==> config.mk <==
export PLATFORM = sky130hd
export DESIGN_NAME = tws_master
export DESIGN_NICKNAME = d
export VERILOG_FILES = /design/src/tws_pkg.sv /design/src/tws_rate_gen.sv /design/src/tws_master.sv
export SDC_FILE = /design/constraint.sdc
export NUM_CORES = 1
export LEC_CHECK = 0
export BUFFER_PORTS_ARGS = -buffer_cell sky130_fd_sc_hd__buf_2
export CAP_MARGIN = 30
export CORE_ASPECT_RATIO = 1.1
export CORE_MARGIN = 2
export CORE_UTILIZATION = 59
export CTS_CLUSTER_SIZE = 12
export DETAILED_ROUTE_END_ITERATION = 8
export GPL_ROUTABILITY_DRIVEN = 0
export MAX_ROUTING_LAYER = met4
export PLACE_DENSITY = 0.92
export SLEW_MARGIN = 20
export SYNTH_ARGS = -nofsm -noshare
export SYNTH_HDL_FRONTEND = slang
export SYNTH_SLANG_ARGS = --single-unit
==> constraint.sdc <==
create_clock -name CLK -period 4.8 [get_ports CLK]
set_input_delay 1.2 -clock CLK [delete_from_list [all_inputs] [get_ports CLK]]
set_output_delay 1.2 -clock CLK [all_outputs]
set_load 0.01 [all_outputs]
==> src/tws_pkg.sv <==
`default_nettype none
package tws_pkg;
    // mode value that selects two-wire master operation
    localparam logic [1:0] MODE_TWO_WIRE = 2'h3;
    // reference tick for the rate generator
    localparam int CLK_MHZ       = 250;
    localparam int REF_MHZ       = 12;
    // system clocks per reference tick: 250/12 truncates to 20
    localparam int REF_CYCLES    = CLK_MHZ / REF_MHZ;
    localparam logic [4:0] REF_DIV_LAST = 5'(REF_CYCLES - 1);
    localparam logic [3:0] LIN_RESET    = 4'he;
    localparam logic [3:0] EXP_RESET    = 4'h3;
    localparam logic [7:0] DATA_RESET   = 8'h00;
    localparam logic [2:0] BIT_LAST     = 3'h7;
    // event vector bit positions
    localparam int EV_COMMAND_FINISHED_FLAG = 0;
    localparam int EV_NACK   = 1;
    localparam int EV_BTF    = 2;
    localparam int EV_BRF    = 3;
    localparam int EV_OVR    = 4;
    localparam int EV_UDR    = 5;
    localparam int EV_W      = 6;
    typedef enum logic [2:0] {
        TWS_IDLE  = 3'b000,
        TWS_START = 3'b001,
        TWS_BIT   = 3'b011,
        TWS_ACK   = 3'b010,
        TWS_STOP  = 3'b110,
        TWS_DONE  = 3'b111
    } tws_state_t;
endpackage
`default_nettype wire

==> src/tws_rate_gen.sv <==
`default_nettype none
module tws_rate_gen
    import tws_pkg::*;
(
    input  wire logic       clk,
    input  wire logic       nrst,
    input  wire logic       run,
    input  wire logic [3:0] lin,
    input  wire logic [3:0] expo,
    output logic            tick
);
    // 12 MHz tick from 250 MHz, then four quarter ticks per bit period
    // of (lin+1)*2^exp reference ticks; an accumulator spreads them so
    // odd periods stay exact; 250/12 is not integral, so about 4% fast;
    // periods under four reference ticks fall back to one per tick
    logic [4:0]  ref_q;
    logic [19:0] acc_q;
    wire         ref_tick = (ref_q == REF_DIV_LAST);
    wire [4:0]   lin_p1   = {1'b0, lin} + 5'h01;
    wire [19:0]  period   = {15'h0000, lin_p1} << expo;
    wire [19:0]  acc_sum  = acc_q + 20'h00004;
    wire         short_p  = (period < 20'h00004);
    wire         quarter  = ref_tick && (acc_sum >= period);
    wire [19:0]  acc_wrap = short_p ? 20'h00000 : acc_sum - period;
    always_ff @(posedge clk or negedge nrst) begin
        if (!nrst) begin
            ref_q <= 5'h00;
            acc_q <= 20'h00000;
            tick  <= 1'b0;
        end else begin
            ref_q <= (ref_tick || !run) ? 5'h00 : ref_q + 5'h01;
            if (!run)
                acc_q <= 20'h00000;
            else if (quarter)
                acc_q <= acc_wrap;
            else if (ref_tick)
                acc_q <= acc_sum;
            tick <= run && quarter;
        end
    end
endmodule
`default_nettype wire

==> src/tws_master.sv <==
`default_nettype none
module tws_master
    import tws_pkg::*;
(
    input  wire logic       CLK,
    input  wire logic       NRST,
    input  wire logic [1:0] MODE_SEL,
    input  wire logic [3:0] LIN_DIV,
    input  wire logic [3:0] EXP_DIV,
    input  wire logic       REQ_START,
    input  wire logic       REQ_TX,
    input  wire logic       REQ_RX,
    input  wire logic       REQ_STOP,
    input  wire logic       ACK_CTRL,
    input  wire logic       DATA_WE,
    input  wire logic [7:0] DATA_WDATA,
    input  wire logic       DATA_RE,
    input  wire logic       FLAG_CLR,
    input  wire logic [5:0] IRQ_EN,
    input  wire logic       SDA_I,
    input  wire logic       SCL_I,
    output logic            SDA_OE_N,
    output logic            SCL_OE_N,
    output logic            SDA_O,
    output logic            SCL_O,
    output logic [3:0]      REQ_PEND,
    output logic [7:0]      DATA_RDATA,
    output logic            CMD_DONE,
    output logic            TX_DONE,
    output logic            RX_DONE,
    output logic            NACK_FLAG,
    output logic            IRQ
);
    import tws_pkg::*;
    tws_state_t   st_q;
    logic [1:0]   ph_q;
    logic [2:0]   bit_q;
    logic [7:0]   data_q;
    logic [3:0]   req_q;
    logic [1:0]   sda_s_q;
    logic [1:0]   scl_s_q;
    logic         sda_lo_q;
    logic         scl_lo_q;
    logic         rx_full_q;
    logic         tx_full_q;
    logic [EV_W-1:0] ev_q;
    logic         tick;
    wire enabled  = (MODE_SEL == MODE_TWO_WIRE);
    wire sda_in   = sda_s_q[1];
    wire scl_in   = scl_s_q[1];
    // slave stretching holds the phase until scl is seen high
    wire adv      = tick && !(ph_q == 2'h2 && !scl_in);
    wire is_start = req_q[0];
    wire is_tx    = req_q[1];
    wire is_rx    = req_q[2];
    wire is_stop  = req_q[3];
    wire launch   = (st_q == TWS_IDLE) && (req_q != 4'h0) && enabled;
    wire bit_end  = adv && (ph_q == 2'h3);
    wire new_req  = REQ_START || REQ_TX || REQ_RX || REQ_STOP;
    wire [EV_W-1:0] ev_set;
    wire last_bit = (bit_q == BIT_LAST);
    assign ev_set[EV_COMMAND_FINISHED_FLAG] = (st_q == TWS_DONE) && (is_start || is_stop);
    assign ev_set[EV_BTF]    = (st_q == TWS_DONE) && is_tx;
    assign ev_set[EV_BRF]    = (st_q == TWS_DONE) && is_rx;
    assign ev_set[EV_NACK]   = (st_q == TWS_ACK) && is_tx && bit_end
                               && sda_in;
    // byte received while the last one was still unread
    assign ev_set[EV_OVR]    = ev_set[EV_BRF] && rx_full_q;
    // transmit launched with no fresh byte written
    assign ev_set[EV_UDR]    = launch && is_tx && !tx_full_q;
    tws_rate_gen u_rate (
        .clk  (CLK),
        .nrst (NRST),
        .run  (st_q != TWS_IDLE),
        .lin  (LIN_DIV),
        .expo (EXP_DIV),
        .tick (tick)
    );
    always_ff @(posedge CLK or negedge NRST) begin
        if (!NRST) begin
            sda_s_q <= 2'b11;
            scl_s_q <= 2'b11;
        end else begin
            sda_s_q <= {sda_s_q[0], SDA_I};
            scl_s_q <= {scl_s_q[0], SCL_I};
        end
    end
    always_ff @(posedge CLK or negedge NRST) begin
        if (!NRST) begin
            st_q      <= TWS_IDLE;
            ph_q      <= 2'h0;
            bit_q     <= 3'h0;
            req_q     <= 4'h0;
            sda_lo_q  <= 1'b0;
            scl_lo_q  <= 1'b0;
            data_q    <= DATA_RESET;
            rx_full_q <= 1'b0;
            tx_full_q <= 1'b0;
            NACK_FLAG <= 1'b0;
        end else begin
            // a request while disabled is dropped, not left to fire later
            if (st_q == TWS_IDLE && new_req && enabled)
                req_q <= {REQ_STOP, REQ_RX, REQ_TX, REQ_START};
            if (DATA_WE && st_q == TWS_IDLE) begin
                data_q    <= DATA_WDATA;
                tx_full_q <= 1'b1;
            end
            if (DATA_RE)
                rx_full_q <= 1'b0;
            if (adv)
                ph_q <= ph_q + 2'h1;
            case (st_q)
                TWS_IDLE: begin
                    ph_q <= 2'h0;
                    if (launch) begin
                        bit_q <= 3'h0;
                        if (is_start)
                            st_q <= TWS_START;
                        else if (is_stop)
                            st_q <= TWS_STOP;
                        else begin
                            st_q <= TWS_BIT;
                            if (is_tx)
                                tx_full_q <= 1'b0;
                        end
                    end
                end
                TWS_START: if (adv) begin
                    // also a repeated start from a held-low clock
                    case (ph_q)
                        2'h0: sda_lo_q <= 1'b0;
                        2'h1: scl_lo_q <= 1'b0;
                        2'h2: sda_lo_q <= 1'b1;
                        default: begin
                            scl_lo_q <= 1'b1;
                            st_q     <= TWS_DONE;
                        end
                    endcase
                end
                TWS_BIT: if (adv) begin
                    case (ph_q)
                        2'h0: begin
                            scl_lo_q <= 1'b1;
                            sda_lo_q <= is_tx ? !data_q[7] : 1'b0;
                        end
                        2'h1: scl_lo_q <= 1'b0;
                        2'h2: if (is_rx)
                            data_q <= {data_q[6:0], sda_in};
                        default: begin
                            scl_lo_q <= 1'b1;
                            if (is_tx)
                                data_q <= {data_q[6:0], 1'b0};
                            bit_q <= bit_q + 3'h1;
                            if (last_bit)
                                st_q <= TWS_ACK;
                        end
                    endcase
                end
                TWS_ACK: if (adv) begin
                    case (ph_q)
                        2'h0: sda_lo_q <= is_rx && !ACK_CTRL;
                        2'h1: scl_lo_q <= 1'b0;
                        2'h2: ;
                        default: begin
                            scl_lo_q <= 1'b1;
                            NACK_FLAG <= sda_in;
                            st_q <= TWS_DONE;
                        end
                    endcase
                end
                TWS_STOP: if (adv) begin
                    case (ph_q)
                        2'h0: sda_lo_q <= 1'b1;
                        2'h1: scl_lo_q <= 1'b0;
                        2'h2: ;
                        default: begin
                            sda_lo_q <= 1'b0;
                            st_q     <= TWS_DONE;
                        end
                    endcase
                end
                TWS_DONE: begin
                    req_q <= 4'h0;
                    if (is_rx)
                        rx_full_q <= 1'b1;
                    st_q <= TWS_IDLE;
                end
                default: st_q <= TWS_IDLE;
            endcase
        end
    end
    // sticky events; a new event wins over the clear
    always_ff @(posedge CLK or negedge NRST) begin
        if (!NRST) begin
            ev_q <= '0;
            IRQ  <= 1'b0;
        end else begin
            ev_q <= (FLAG_CLR ? '0 : ev_q) | ev_set;
            IRQ  <= |(ev_q & IRQ_EN);
        end
    end
    always_ff @(posedge CLK or negedge NRST) begin
        if (!NRST) begin
            SDA_OE_N   <= 1'b1;
            SCL_OE_N   <= 1'b1;
            SDA_O      <= 1'b0;
            SCL_O      <= 1'b0;
            REQ_PEND   <= 4'h0;
            DATA_RDATA <= DATA_RESET;
            CMD_DONE   <= 1'b0;
            TX_DONE    <= 1'b0;
            RX_DONE    <= 1'b0;
        end else begin
            SDA_OE_N   <= !(sda_lo_q && enabled);
            SCL_OE_N   <= !(scl_lo_q && enabled);
            SDA_O      <= 1'b0;
            SCL_O      <= 1'b0;
            REQ_PEND   <= req_q;
            DATA_RDATA <= data_q;
            CMD_DONE   <= ev_q[EV_COMMAND_FINISHED_FLAG];
            TX_DONE    <= ev_q[EV_BTF];
            RX_DONE    <= ev_q[EV_BRF];
        end
    end
    chk_done_clears: assert property (@(posedge CLK) disable iff (!NRST)
        st_q == TWS_DONE |=> req_q == 4'h0 ##1 REQ_PEND == 4'h0)
        else $error("request not cleared after done");
    chk_cmd_flag: assert property (@(posedge CLK) disable iff (!NRST)
        (st_q == TWS_DONE && (is_start || is_stop))
        |=> ev_q[EV_COMMAND_FINISHED_FLAG] ##1 CMD_DONE)
        else $error("finished flag missing");
    chk_tx_flag: assert property (@(posedge CLK) disable iff (!NRST)
        (st_q == TWS_DONE && is_tx) |=> ev_q[EV_BTF])
        else $error("transmitted flag missing");
    chk_rx_flag: assert property (@(posedge CLK) disable iff (!NRST)
        (st_q == TWS_DONE && is_rx) |=> ev_q[EV_BRF] && rx_full_q)
        else $error("received flag missing");
    chk_irq_gate: assert property (@(posedge CLK) disable iff (!NRST)
        $rose(IRQ) |-> |($past(ev_q) & $past(IRQ_EN)))
        else $error("interrupt without enabled event");
    chk_pins_off: assert property (@(posedge CLK) disable iff (!NRST)
        !enabled |=> SDA_OE_N && SCL_OE_N)
        else $error("pin driven while disabled");
    chk_sda_stable: assert property (@(posedge CLK) disable iff (!NRST)
        (st_q == TWS_BIT && !scl_lo_q && ph_q == 2'h2) |=> $stable(sda_lo_q))
        else $error("data moved while clock high");
    chk_rx_ack: assert property (@(posedge CLK) disable iff (!NRST)
        (st_q == TWS_ACK && is_rx && ph_q == 2'h1 && adv)
        |-> sda_lo_q == !ACK_CTRL)
        else $error("wrong receive acknowledge");
    chk_nack_ev: assert property (@(posedge CLK) disable iff (!NRST)
        (st_q == TWS_ACK && is_tx && bit_end && sda_in) |=> ev_q[EV_NACK])
        else $error("nack event missing");
endmodule
`default_nettype wire

==> results of run 1 <==
flip-flops by register name (all words and copies together) (netlist names):
signal and count:
SCL_OE_N 1, sda_lo_q 1, scl_lo_q 1, u_rate.ref_q 5, REQ_PEND 4, req_q 4
SDA_OE_N 1, u_rate.acc_q 20, ev_q 6, st_q 3, data_q 8, tx_full_q 1
sda_s_q 2, TX_DONE 1, scl_s_q 2, NACK_FLAG 1, DATA_RDATA 8, ph_q 2
rx_full_q 1, u_rate.tick 1, IRQ 1, bit_q 3, RX_DONE 1, CMD_DONE 1
final timing paths:
| kind | cells past startpoint | end |
|---|---|---|
| min reg2reg | 0 | scl_s_q[1]$_DFF_PN1_ |
| min in group asynchronous | 1 | RX_DONE$_DFF_PN0_ |
| max in group asynchronous | 2 | scl_s_q[1]$_DFF_PN1_ |
| max reg2reg | 16 | u_rate.acc_q[10]$_DFFE_PN0P_ |
| max | 16 | u_rate.acc_q[10]$_DFFE_PN0P_ |
| min | 0 | scl_s_q[1]$_DFF_PN1_ |
layout by cell type (no fill, tap or decap), types with 8 or more instances in the layout:
cell,count
nand2_1,67
inv_1,27
nor2_1,51
nand2b_1,8
xor2_1,9
ha_1,29
a22oi_1,8
a21oi_1,44
clkbuf_8,9
xnor2_1,27
buf_4,22
dfrtp_1,73
mux2i_1,11
o21ai_0,42
nand3_1,24
and3_1,8
buf_2,53
stage by stage:
| step | std cells | TNS [ns] | hold WS (ns) |
|---|---|---|---|
| floorplan | 578 | 0 | 0.3452 |
| global placement | 736 | 0 | 0.3464 |
| detailed placement | 737 | -0.03738 | 0.3490 |
| CTS | 752 | 0 | 0.3595 |
| global route | 753 | 0 | 0.3648 |
| finish | 753 | 0 | 0.3580 |
final cells by class:
| class | count | area [µm²] | area share |
|---|---|---|---|
| Tap cell | 111 | 138.9 | 0.02404 |
| Clock inverter | 6 | 86.33 | 0.01494 |
| Timing Repair Buffer | 76 | 457.9 | 0.07927 |
| Multi-Input combinational cell | 445 | 2884 | 0.4992 |
| Inverter | 27 | 101.3 | 0.01754 |
| Clock buffer | 9 | 123.9 | 0.02144 |
| Sequential cell | 79 | 1984 | 0.3435 |
kinds of logic (layout without fill, tap and decap cells):
logic type	count (synthesis)	in the layout	synth area share
compound gates	165	165	0.2089
fa+ha+maj	30	30	0.07485
other cells	1	2	0.0007332
buf+inv	54	118	0.04892
flops	79	79	0.3880
mux	16	16	0.03474
xor+xnor	37	37	0.06703
simple gates	195	195	0.1769
routing by layer:
layer / GRT usage / vias to the layer above / part of all wire
met2: 0.4649 / 180 / 0.50
li1: - / 2179 / -
met4: 0.09502 / 0 / 0.022
met1: 0.3192 / 2144 / 0.41
met5: - / - / 0
met3: 0.03571 / 24 / 0.061
worst max-delay path, stage by stage:
cell      delay (ns)
buf_2           0.13
ha_1            0.30
xor2_4          0.23
a22oi_2         0.13
nand2b_1        0.16
o21ai_0         0.24
nand2_1         0.12
ha_1            0.32
nand2_1         0.08
or3_1           0.41
o31ai_1         0.24
o21ai_1         0.11
nor2_1          0.15
and2_1          0.56
nand2_1         0.18
a21oi_1         0.21
report_power, final:
| part | internal, mW | leakage [nW] | switching [mW] |
|---|---|---|---|
| Combinational | 0.773 | 1.41 | 0.986 |
| Sequential | 0.886 | 0.989 | 0.200 |
| Clock | 0.289 | 0.105 | 0.235 |
| Total | 1.95 | 2.50 | 1.42 |
==> results.txt, run 1 <==
R2R setup slack - 0.74 ns
Resized Gates After CTS - 0
Initial Util - 0.6083
Synth Flop Type - dfrtp_1
Synth Warn # - 0
Power Dens Cells - 583.2 nW/µm²
FF+latch count, synth - 79
Clk buf depth - 2
Slew HR - 0.4442
CTS root buf - clkbuf_8
Mapped Avg Cell Area - 8.865 µm²
# port buffers - 54
CTS clk-pin slew, worst paths - 0.07 ns
Nature of the critical path startpoint - input pin
H-tree depth - 3
Initial antenna violation count - 0
Peak supply drop - 0.2250 mV
Inserted Diodes - 0
Routed WL - 11980 µm
Synth-to-Final Area Change - 12.94%
Worst EP required - 5.06 ns
Rows - 35
CTS sink count - 79
Remaining Overflow, GRT - 0
Most common cell in the netlist - dfrtp_1
Die Y - 101.7 µm
1st-pass router iterations - 5
DR iter-0 viols - 499
Worst min path class - reg -> reg
Vias per cell - 6.012
Yosys top cell area share - 0.3571
CTS tree - yes
CORE AREA - 8408 µm²
Synth area leader - dfrtp_1
RSZ-0062 raised after global routing - no
Final #Nets - 704
P_leak - 2.499 nW
Final worst path period share - 0.9376
Crit. Startpoint - LIN_DIV[1]
Layout cells sized above 1 - 0.1698
Post-synth cell types - 65
CP Capture Type - flip-flop
Die Width - 92.78 µm
EDFF count, synth - 0
Number of remaining DRC errors - 0
First-pass GRT wire length - 19750 µm
Worst-Margin Slew - 0.8273 ns
Worst Path Arrival - 4.76 ns
R2r startpoint - u_rate.acc_q[2]$_DFFE_PN0P_
Fin worst setup slack - 0.2998 ns
DP Worst Slack - -0.03406 ns
Max-slew violation count - 0
Post-layout util - 0.6871
Synth top area cells - dfrtp_1, ha_1, nand2_1
Kind of critical path - in -> reg
Mapped cell area - 5115 µm²
Wire per inst - 15.91 µm
Vias - 4527
Post-route cell area - 5777 µm²
TritonCTS Buffers - 9
Sequential share of the synthesized area - 0.3880
I/O Pins - 57
# hold bufs at CTS - 0
Post-route ant nets - 0
Post-Synthesis Cells - 577
Clock Latency Late Sink - 0.35 ns
DP Area - 5539 µm²
Max Freq - 222.2 MHz
Crit path max fanout - 18
Post-synth top cells - dfrtp_1, nand2_1, nor2_1
Worst hold start - scl_s_q[0]$_DFF_PN1_
Vias in the first global route - 4326
Hpwl dp - 9063 µm
Final Total Pwr - 3.369 mW
Final critical-path required period - 4.500 ns
Clock Skew - 0.009924 ns
Tot GR Track Use - 0.2671
FFs w/ async S/R, synth - 1.000
Max Cap Viol - 0
Setup bufs post-CTS - 0
Total die area - 9431 µm²
Final setup viols - 0
Filler cells - 627
Largest net degree at the start of global routing - 80
Final Hold Fails - 0
Outcome - completed
Note: power is estimated with default switching activity, not from simulation.
==> run 2, diff against run 1 <==
- CORE_UTILIZATION: 59 -> 60
- CTS_BUF_LIST: unset -> sky130_fd_sc_hd__clkbuf_2 sky130_fd_sc_hd__clkbuf_4 sky130_fd_sc_hd__clkbuf_8
- PLACE_DENSITY: 0.92 -> 0.93
- SETUP_SLACK_MARGIN: unset -> 0.4
==> run 2 against run 1 <==
- sequential power barely moved
- global-route usage rose by 3.0 points
- routed wire length increased by 10%
- total power is 2.4% higher
- worst hold slack improved by 0.0023 ns
- critical path depth rose by 1
- via count grew 2.6%
- final area grew 0.97%
- sequential share of layout area decreased by 0.33 points
- register-to-register slack worse by 0.03 ns
- clock power is 4.0% higher
- core utilization up 1.4 points
- largest power group unchanged
==> results.txt, run 2 (synthesis gave the netlist of run 1 again) <==
Outcome - completed
Clock Skew - 0.009167 ns
Worst-Margin Slew - 0.8263 ns
Max Cap Viol - 0
# hold bufs at CTS - 0
Inserted Diodes - 0
Initial antenna violation count - 0
Placed cells - 729
Worst EP required - 5.03 ns
Final #Nets - 700
Initial Util - 0.6147
CTS tree - yes
CORE AREA - 8320 µm²
Max-slew violation count - 0
Hold worst-path end - scl_s_q[1]$_DFF_PN1_
Wire per inst - 17.62 µm
DP Worst Slack - -0.04925 ns
Most used cell along the critical path - buf_4
Crit path max fanout - 12
DR iter-0 viols - 417
Vias - 4644
TritonCTS Buffers - 9
Rows - 35
Worst hold start - scl_s_q[0]$_DFF_PN1_
R2r worst-path depth - 16
Met3 Routed Length - 851 µm
Commonest cells after routing, fill and taps aside - dfrtp_1, nand2_1, buf_2
Worst Path Arrival - 4.59 ns
Clock Latency Late Sink - 0.36 ns
Post-route ant nets - 0
Final Hold Fails - 0
CTS clk-pin slew, worst paths - 0.07 ns
CP Capture Type - flip-flop
H-tree depth - 3
RSZ-0062 raised after global routing - no
Routed WL - 13200 µm
Final Instance Count excl. Fillers - 749
Worst hold stages - 0
Setup_tns - 0 ns
Final critical-path required period - 4.356 ns
Worst path bufs/invs - 4
Remaining Overflow, GRT - 0
# port buffers - 54
Synth-to-Final Area Change - 14.04%
CTS root buf - clkbuf_8
Tot GR Track Use - 0.2971
Vias per cell - 6.200
P_leak - 2.502 nW
Area occupied by multi-input gates - 2958 µm²
Peak supply drop - 0.2698 mV
Max reg flops - 20
Post-route cell area - 5833 µm²
1st-pass router iterations - 6
Top Layer Used - met4
DP Area - 5484 µm²
Top delay family on crit path - simple AND/OR/NAND/NOR gates
Fin worst setup slack - 0.4443 ns
Layout cells sized above 1 - 0.1865
R2r startpoint - u_rate.acc_q[4]$_DFFE_PN0P_
I/O Pins - 57
Nature of the critical path startpoint - input pin
Number of remaining DRC errors - 0
Metal2 WL - 6842 µm
Slew HR - 0.4461
Power Dens Cells - 591.2 nW/µm²
Max Freq - 229.6 MHz
Worst min path class - reg -> reg
Kind of critical path - in -> reg
First-pass GRT wire length - 21470 µm
Register area - 1984 µm²
Die Width - 92.04 µm
Clk buf depth - 2
Final worst path period share - 0.9074
Crit-path max cell delay - 0.40 ns
Top reg by flops - u_rate.acc_q
R2R setup slack - 0.71 ns
Die Y - 100.8 µm
R2R Path End - u_rate.acc_q[12]$_DFFE_PN0P_
Worst path slowest cell - or3_1
Met1 Wirelength - 5020 µm
Biggest regs - u_rate.acc_q x20, DATA_RDATA x8, data_q x8
Commonest non-fill, non-tap cell in the layout - dfrtp_1
Total die area - 9280 µm²
CTS sink count - 79
Largest net degree at the start of global routing - 80
Worst-path cell chain - clkbuf_4 -> ha_4 -> nand4_1 -> mux2i_1 -> buf_4 -> o21a_1 -> nand2_1 -> ha_1 -> nand2_1 -> or3_1 -> o31ai_2 -> o21ai_1 -> buf_4 -> and2_1 -> buf_4 -> a221oi_1 -> nor2_1
Filler cells - 608
Vias in the first global route - 4651
Hpwl dp - 9434 µm
Final setup viols - 0
[run 2: per-stage QoR]
| step | power, mW | hold WS (ns) | util |
|---|---|---|---|
| final | 3.449 | 0.3603 | 0.7011 |
| after global placement | 2.675 | 0.3455 | 0.6576 |
| after CTS | 3.338 | 0.3618 | 0.6860 |
| after detailed placement | 2.782 | 0.3505 | 0.6591 |
| after floorplan | 2.293 | 0.3452 | - |
| after global routing | 3.672 | 0.3695 | 0.7011 |
[run 2: timing repair]
| action | CTS | global route |
|---|---|---|
| setup endpoints to repair | 18 | 19 |
| pin swaps | 0 | 2 |
| endpoints found under the hold margin | 0 | 0 |
| gates resized for setup | 2 | 17 |
| buffers inserted | 0 | 4 |
[run 2: worst reg2reg max path, delay by kind of cell, from the launching register on]
kind | cells | cell delay, ns
fa+ha+maj | 1 | 0.22
flops | 1 | 0.43
buf+inv | 2 | 0.35
xor+xnor | 1 | 0.36
simple gates | 9 | 1.86
compound gates | 3 | 0.74
[run 2: layout make-up]
cell class / count / area share
tap: 111 / 0.02381
clock inverter: 5 / 0.01416
inverter: 27 / 0.01737
sequential: 79 / 0.3402
clock buffer: 10 / 0.02360
timing repair buffer: 72 / 0.07379
multi-input combinational: 445 / 0.5071
[run 2: power breakdown]
group          leakage (nW)  total [mW]  internal, mW  switching, mW
clock                 0.112       0.545         0.305          0.240
sequential            0.989        1.09         0.886          0.205
combinational          1.40        1.81         0.764           1.05
[run 2: worst max-delay path by stage]
stage | from | endpoint | slack, ns | cells after the start
global route | LIN_DIV[0] | u_rate.acc_q[9]$_DFFE_PN0P_ | 0.32 | 19
finish | LIN_DIV[0] | u_rate.acc_q[12]$_DFFE_PN0P_ | 0.44 | 17
CTS | LIN_DIV[0] | u_rate.acc_q[12]$_DFFE_PN0P_ | 0.40 | 17
floorplan | LIN_DIV[0] | u_rate.acc_q[11]$_DFFE_PN0P_ | 0.44 | 16
detailed placement | LIN_DIV[0] | u_rate.acc_q[15]$_DFFE_PN0P_ | -0.05 | 16
global placement | LIN_DIV[0] | u_rate.acc_q[19]$_DFFE_PN0P_ | 0.13 | 16
[run 2: per-layer routing]
metal	track usage	vias up
met3	0.05236	42
met2	0.5238	217
met1	0.3328	2210
met5	-	-
met4	0.1286	0
li1	-	2175
==> run 3, diff against run 2 <==
- CAP_MARGIN: 30 -> 20
- SETUP_SLACK_MARGIN: 0.4 -> 0.5
==> run 3 against run 2 <==
- register-to-register slack gained 0.15 ns
- highest routed layer unchanged
- routed wire length shrank 4.2%
- final cell count shrank 0.93%
- critical endpoint is now u_rate.acc_q[19]$_DFFE_PN0P_
==> results.txt, run 3 (synthesis gave the netlist of run 1 again) <==
Clock Skew - 0.01329 ns
Layout cells sized above 1 - 0.1807
Routed WL - 12650 µm
CTS root buf - clkbuf_8
Post-layout util - 0.6911
Outcome - completed
Post-route cell area - 5751 µm²
Initial antenna violation count - 0
Slew HR - 0.3641
TritonCTS Buffers - 9
Clk buf depth - 2
CTS sink count - 79
Die Width - 92.04 µm
Worst min path class - reg -> reg
Vias per cell - 6.233
# port buffers - 54
CTS tree - yes
Hpwl dp - 9142 µm
Final setup viols - 0
Kind of critical path - in -> reg
Tot GR Track Use - 0.2839
Power Dens Cells - 584.9 nW/µm²
P_leak - 2.437 nW
Rows - 35
DR iter-0 viols - 361
Top delay family on crit path - compound AO/OA/AOI/OAI gates
Initial Util - 0.6147
Max-slew violation count - 0
H-tree depth - 3
Inserted Diodes - 0
Worst path slowest cell - a2111o_1
Die Y - 100.8 µm
Largest net degree at the start of global routing - 80
CP Capture Type - flip-flop
Nature of the critical path startpoint - input pin
Worst EP required - 5.04 ns
Worst path bufs/invs - 1
CTS clk-pin slew, worst paths - 0.08 ns
Peak supply drop - 0.2859 mV
Final worst path period share - 0.8841
Number of remaining DRC errors - 0
Crit-path max cell delay - 0.40 ns
Max Cap Viol - 0
I/O Pins - 57
Biggest regs - u_rate.acc_q x20, DATA_RDATA x8, data_q x8
Wire per inst - 17.05 µm
Filler cells - 612
Max Freq - 235.6 MHz
DP Area - 5459 µm²
Setup_tns - 0 ns
Vias in the first global route - 4539
Fin Hold WS - 0.3595 ns
Worst Path Arrival - 4.48 ns
Worst-path cell chain - buf_2 -> ha_4 -> xor2_4 -> mux2i_4 -> o21ai_2 -> mux2_2 -> nand2b_1 -> ha_2 -> a2111o_1 -> o2111ai_2 -> nand2_1 -> a221oi_2 -> o21ai_1 -> a31oi_1 -> xor2_1 -> o21ai_0
Crit path max fanout - 9
RSZ-0062 raised after global routing - yes
Clock Latency Late Sink - 0.36 ns
Final critical-path required period - 4.244 ns
Post-route ant nets - 0
Synth-to-Final Area Change - 12.43%
Final #Nets - 692
Max reg flops - 20
Area occupied by multi-input gates - 2973 µm²
CORE AREA - 8320 µm²
Register area - 1984 µm²
Commonest cells after routing, fill and taps aside - dfrtp_1, nand2_1, buf_2
Final Hold Fails - 0
Remaining Overflow, GRT - 0
Commonest non-fill, non-tap cell in the layout - dfrtp_1
Top reg by flops - u_rate.acc_q
Worst-Margin Slew - 0.9538 ns
Vias - 4625
Total die area - 9280 µm²
R2R setup slack - 0.86 ns
1st-pass router iterations - 5
First-pass GRT wire length - 20670 µm
[run 3: changes by cell type in the layout (fill, tap and decap cells not counted), sizes merged]
cell      previous run  this run
buf                 71        64
bufinv               2         1
clkbuf              11        10
clkinv               3         0
clkinvlp             0         3
inv                 27        29
[run 3: worst paths after layout]
path | cells after the start | startpoint | endpoint
max | 16 | LIN_DIV[0] | u_rate.acc_q[19]$_DFFE_PN0P_
min | 0 | scl_s_q[0]$_DFF_PN1_ | scl_s_q[1]$_DFF_PN1_
max reg2reg | 16 | u_rate.acc_q[3]$_DFFE_PN0P_ | u_rate.acc_q[3]$_DFFE_PN0P_
min reg2reg | 0 | scl_s_q[0]$_DFF_PN1_ | scl_s_q[1]$_DFF_PN1_
max in group asynchronous | 1 | NRST | ev_q[1]$_DFF_PN0_
min in group asynchronous | 1 | NRST | DATA_RDATA[4]$_DFF_PN0_
[run 3: power by group]
| group | internal [mW] | switching (mW) | total (mW) |
|---|---|---|---|
| clock network | 0.250 | 0.253 | 0.503 |
| registers | 0.885 | 0.202 | 1.09 |
| logic | 0.746 | 1.03 | 1.77 |
[run 3: cell type report]
cell class | instances | area share
multi-input combinational | 445 | 0.5170
sequential | 79 | 0.3451
timing repair buffer | 64 | 0.06114
tap | 111 | 0.02415
clock buffer | 10 | 0.02285
inverter | 27 | 0.01762
clock inverter | 6 | 0.01218
[run 3: repair_timing]
item                       in CTS  in global routing
pin swaps                       0                  6
setup buffers                   0                  4
gates resized for setup         2                 14
setup endpoints to repair      18                 19
hold buffers                    0                  0
[run 3: per-stage QoR]
stage	worst slack [ns]	total power [mW]	cells
6_report	0.5564	3.363	742
3_3_place_gp	0.1558	2.651	722
2_1_floorplan	0.5414	2.311	578
3_5_place_dp	-0.0004881	2.735	722
5_1_grt	0.4382	3.597	742
4_1_cts	0.5599	3.258	738
[run 3: worst register-to-register path: stages (launching register included)]
cell and delay [ns]:
dfrtp_1 0.41, ha_1 0.25, and3_1 0.21, and3_1 0.29
nand2_1 0.12, nor2_1 0.24, nand2_1 0.11, xnor2_1 0.15
ha_1 0.39, nand2_1 0.11, or3_1 0.43, o31ai_2 0.26
o21ai_2 0.11, and2_1 0.18, buf_6 0.17, a221oi_1 0.32
nor2_1 0.09
[run 3: routing by layer]
layer / vias to the layer above / GRT usage / routed length, µm
li1: 2166 / - / -
met1: 2190 / 0.3276 / 4992
met2: 239 / 0.4949 / 6491
met3: 30 / 0.04488 / 796
met4: 0 / 0.1194 / 371
met5: - / - / 0
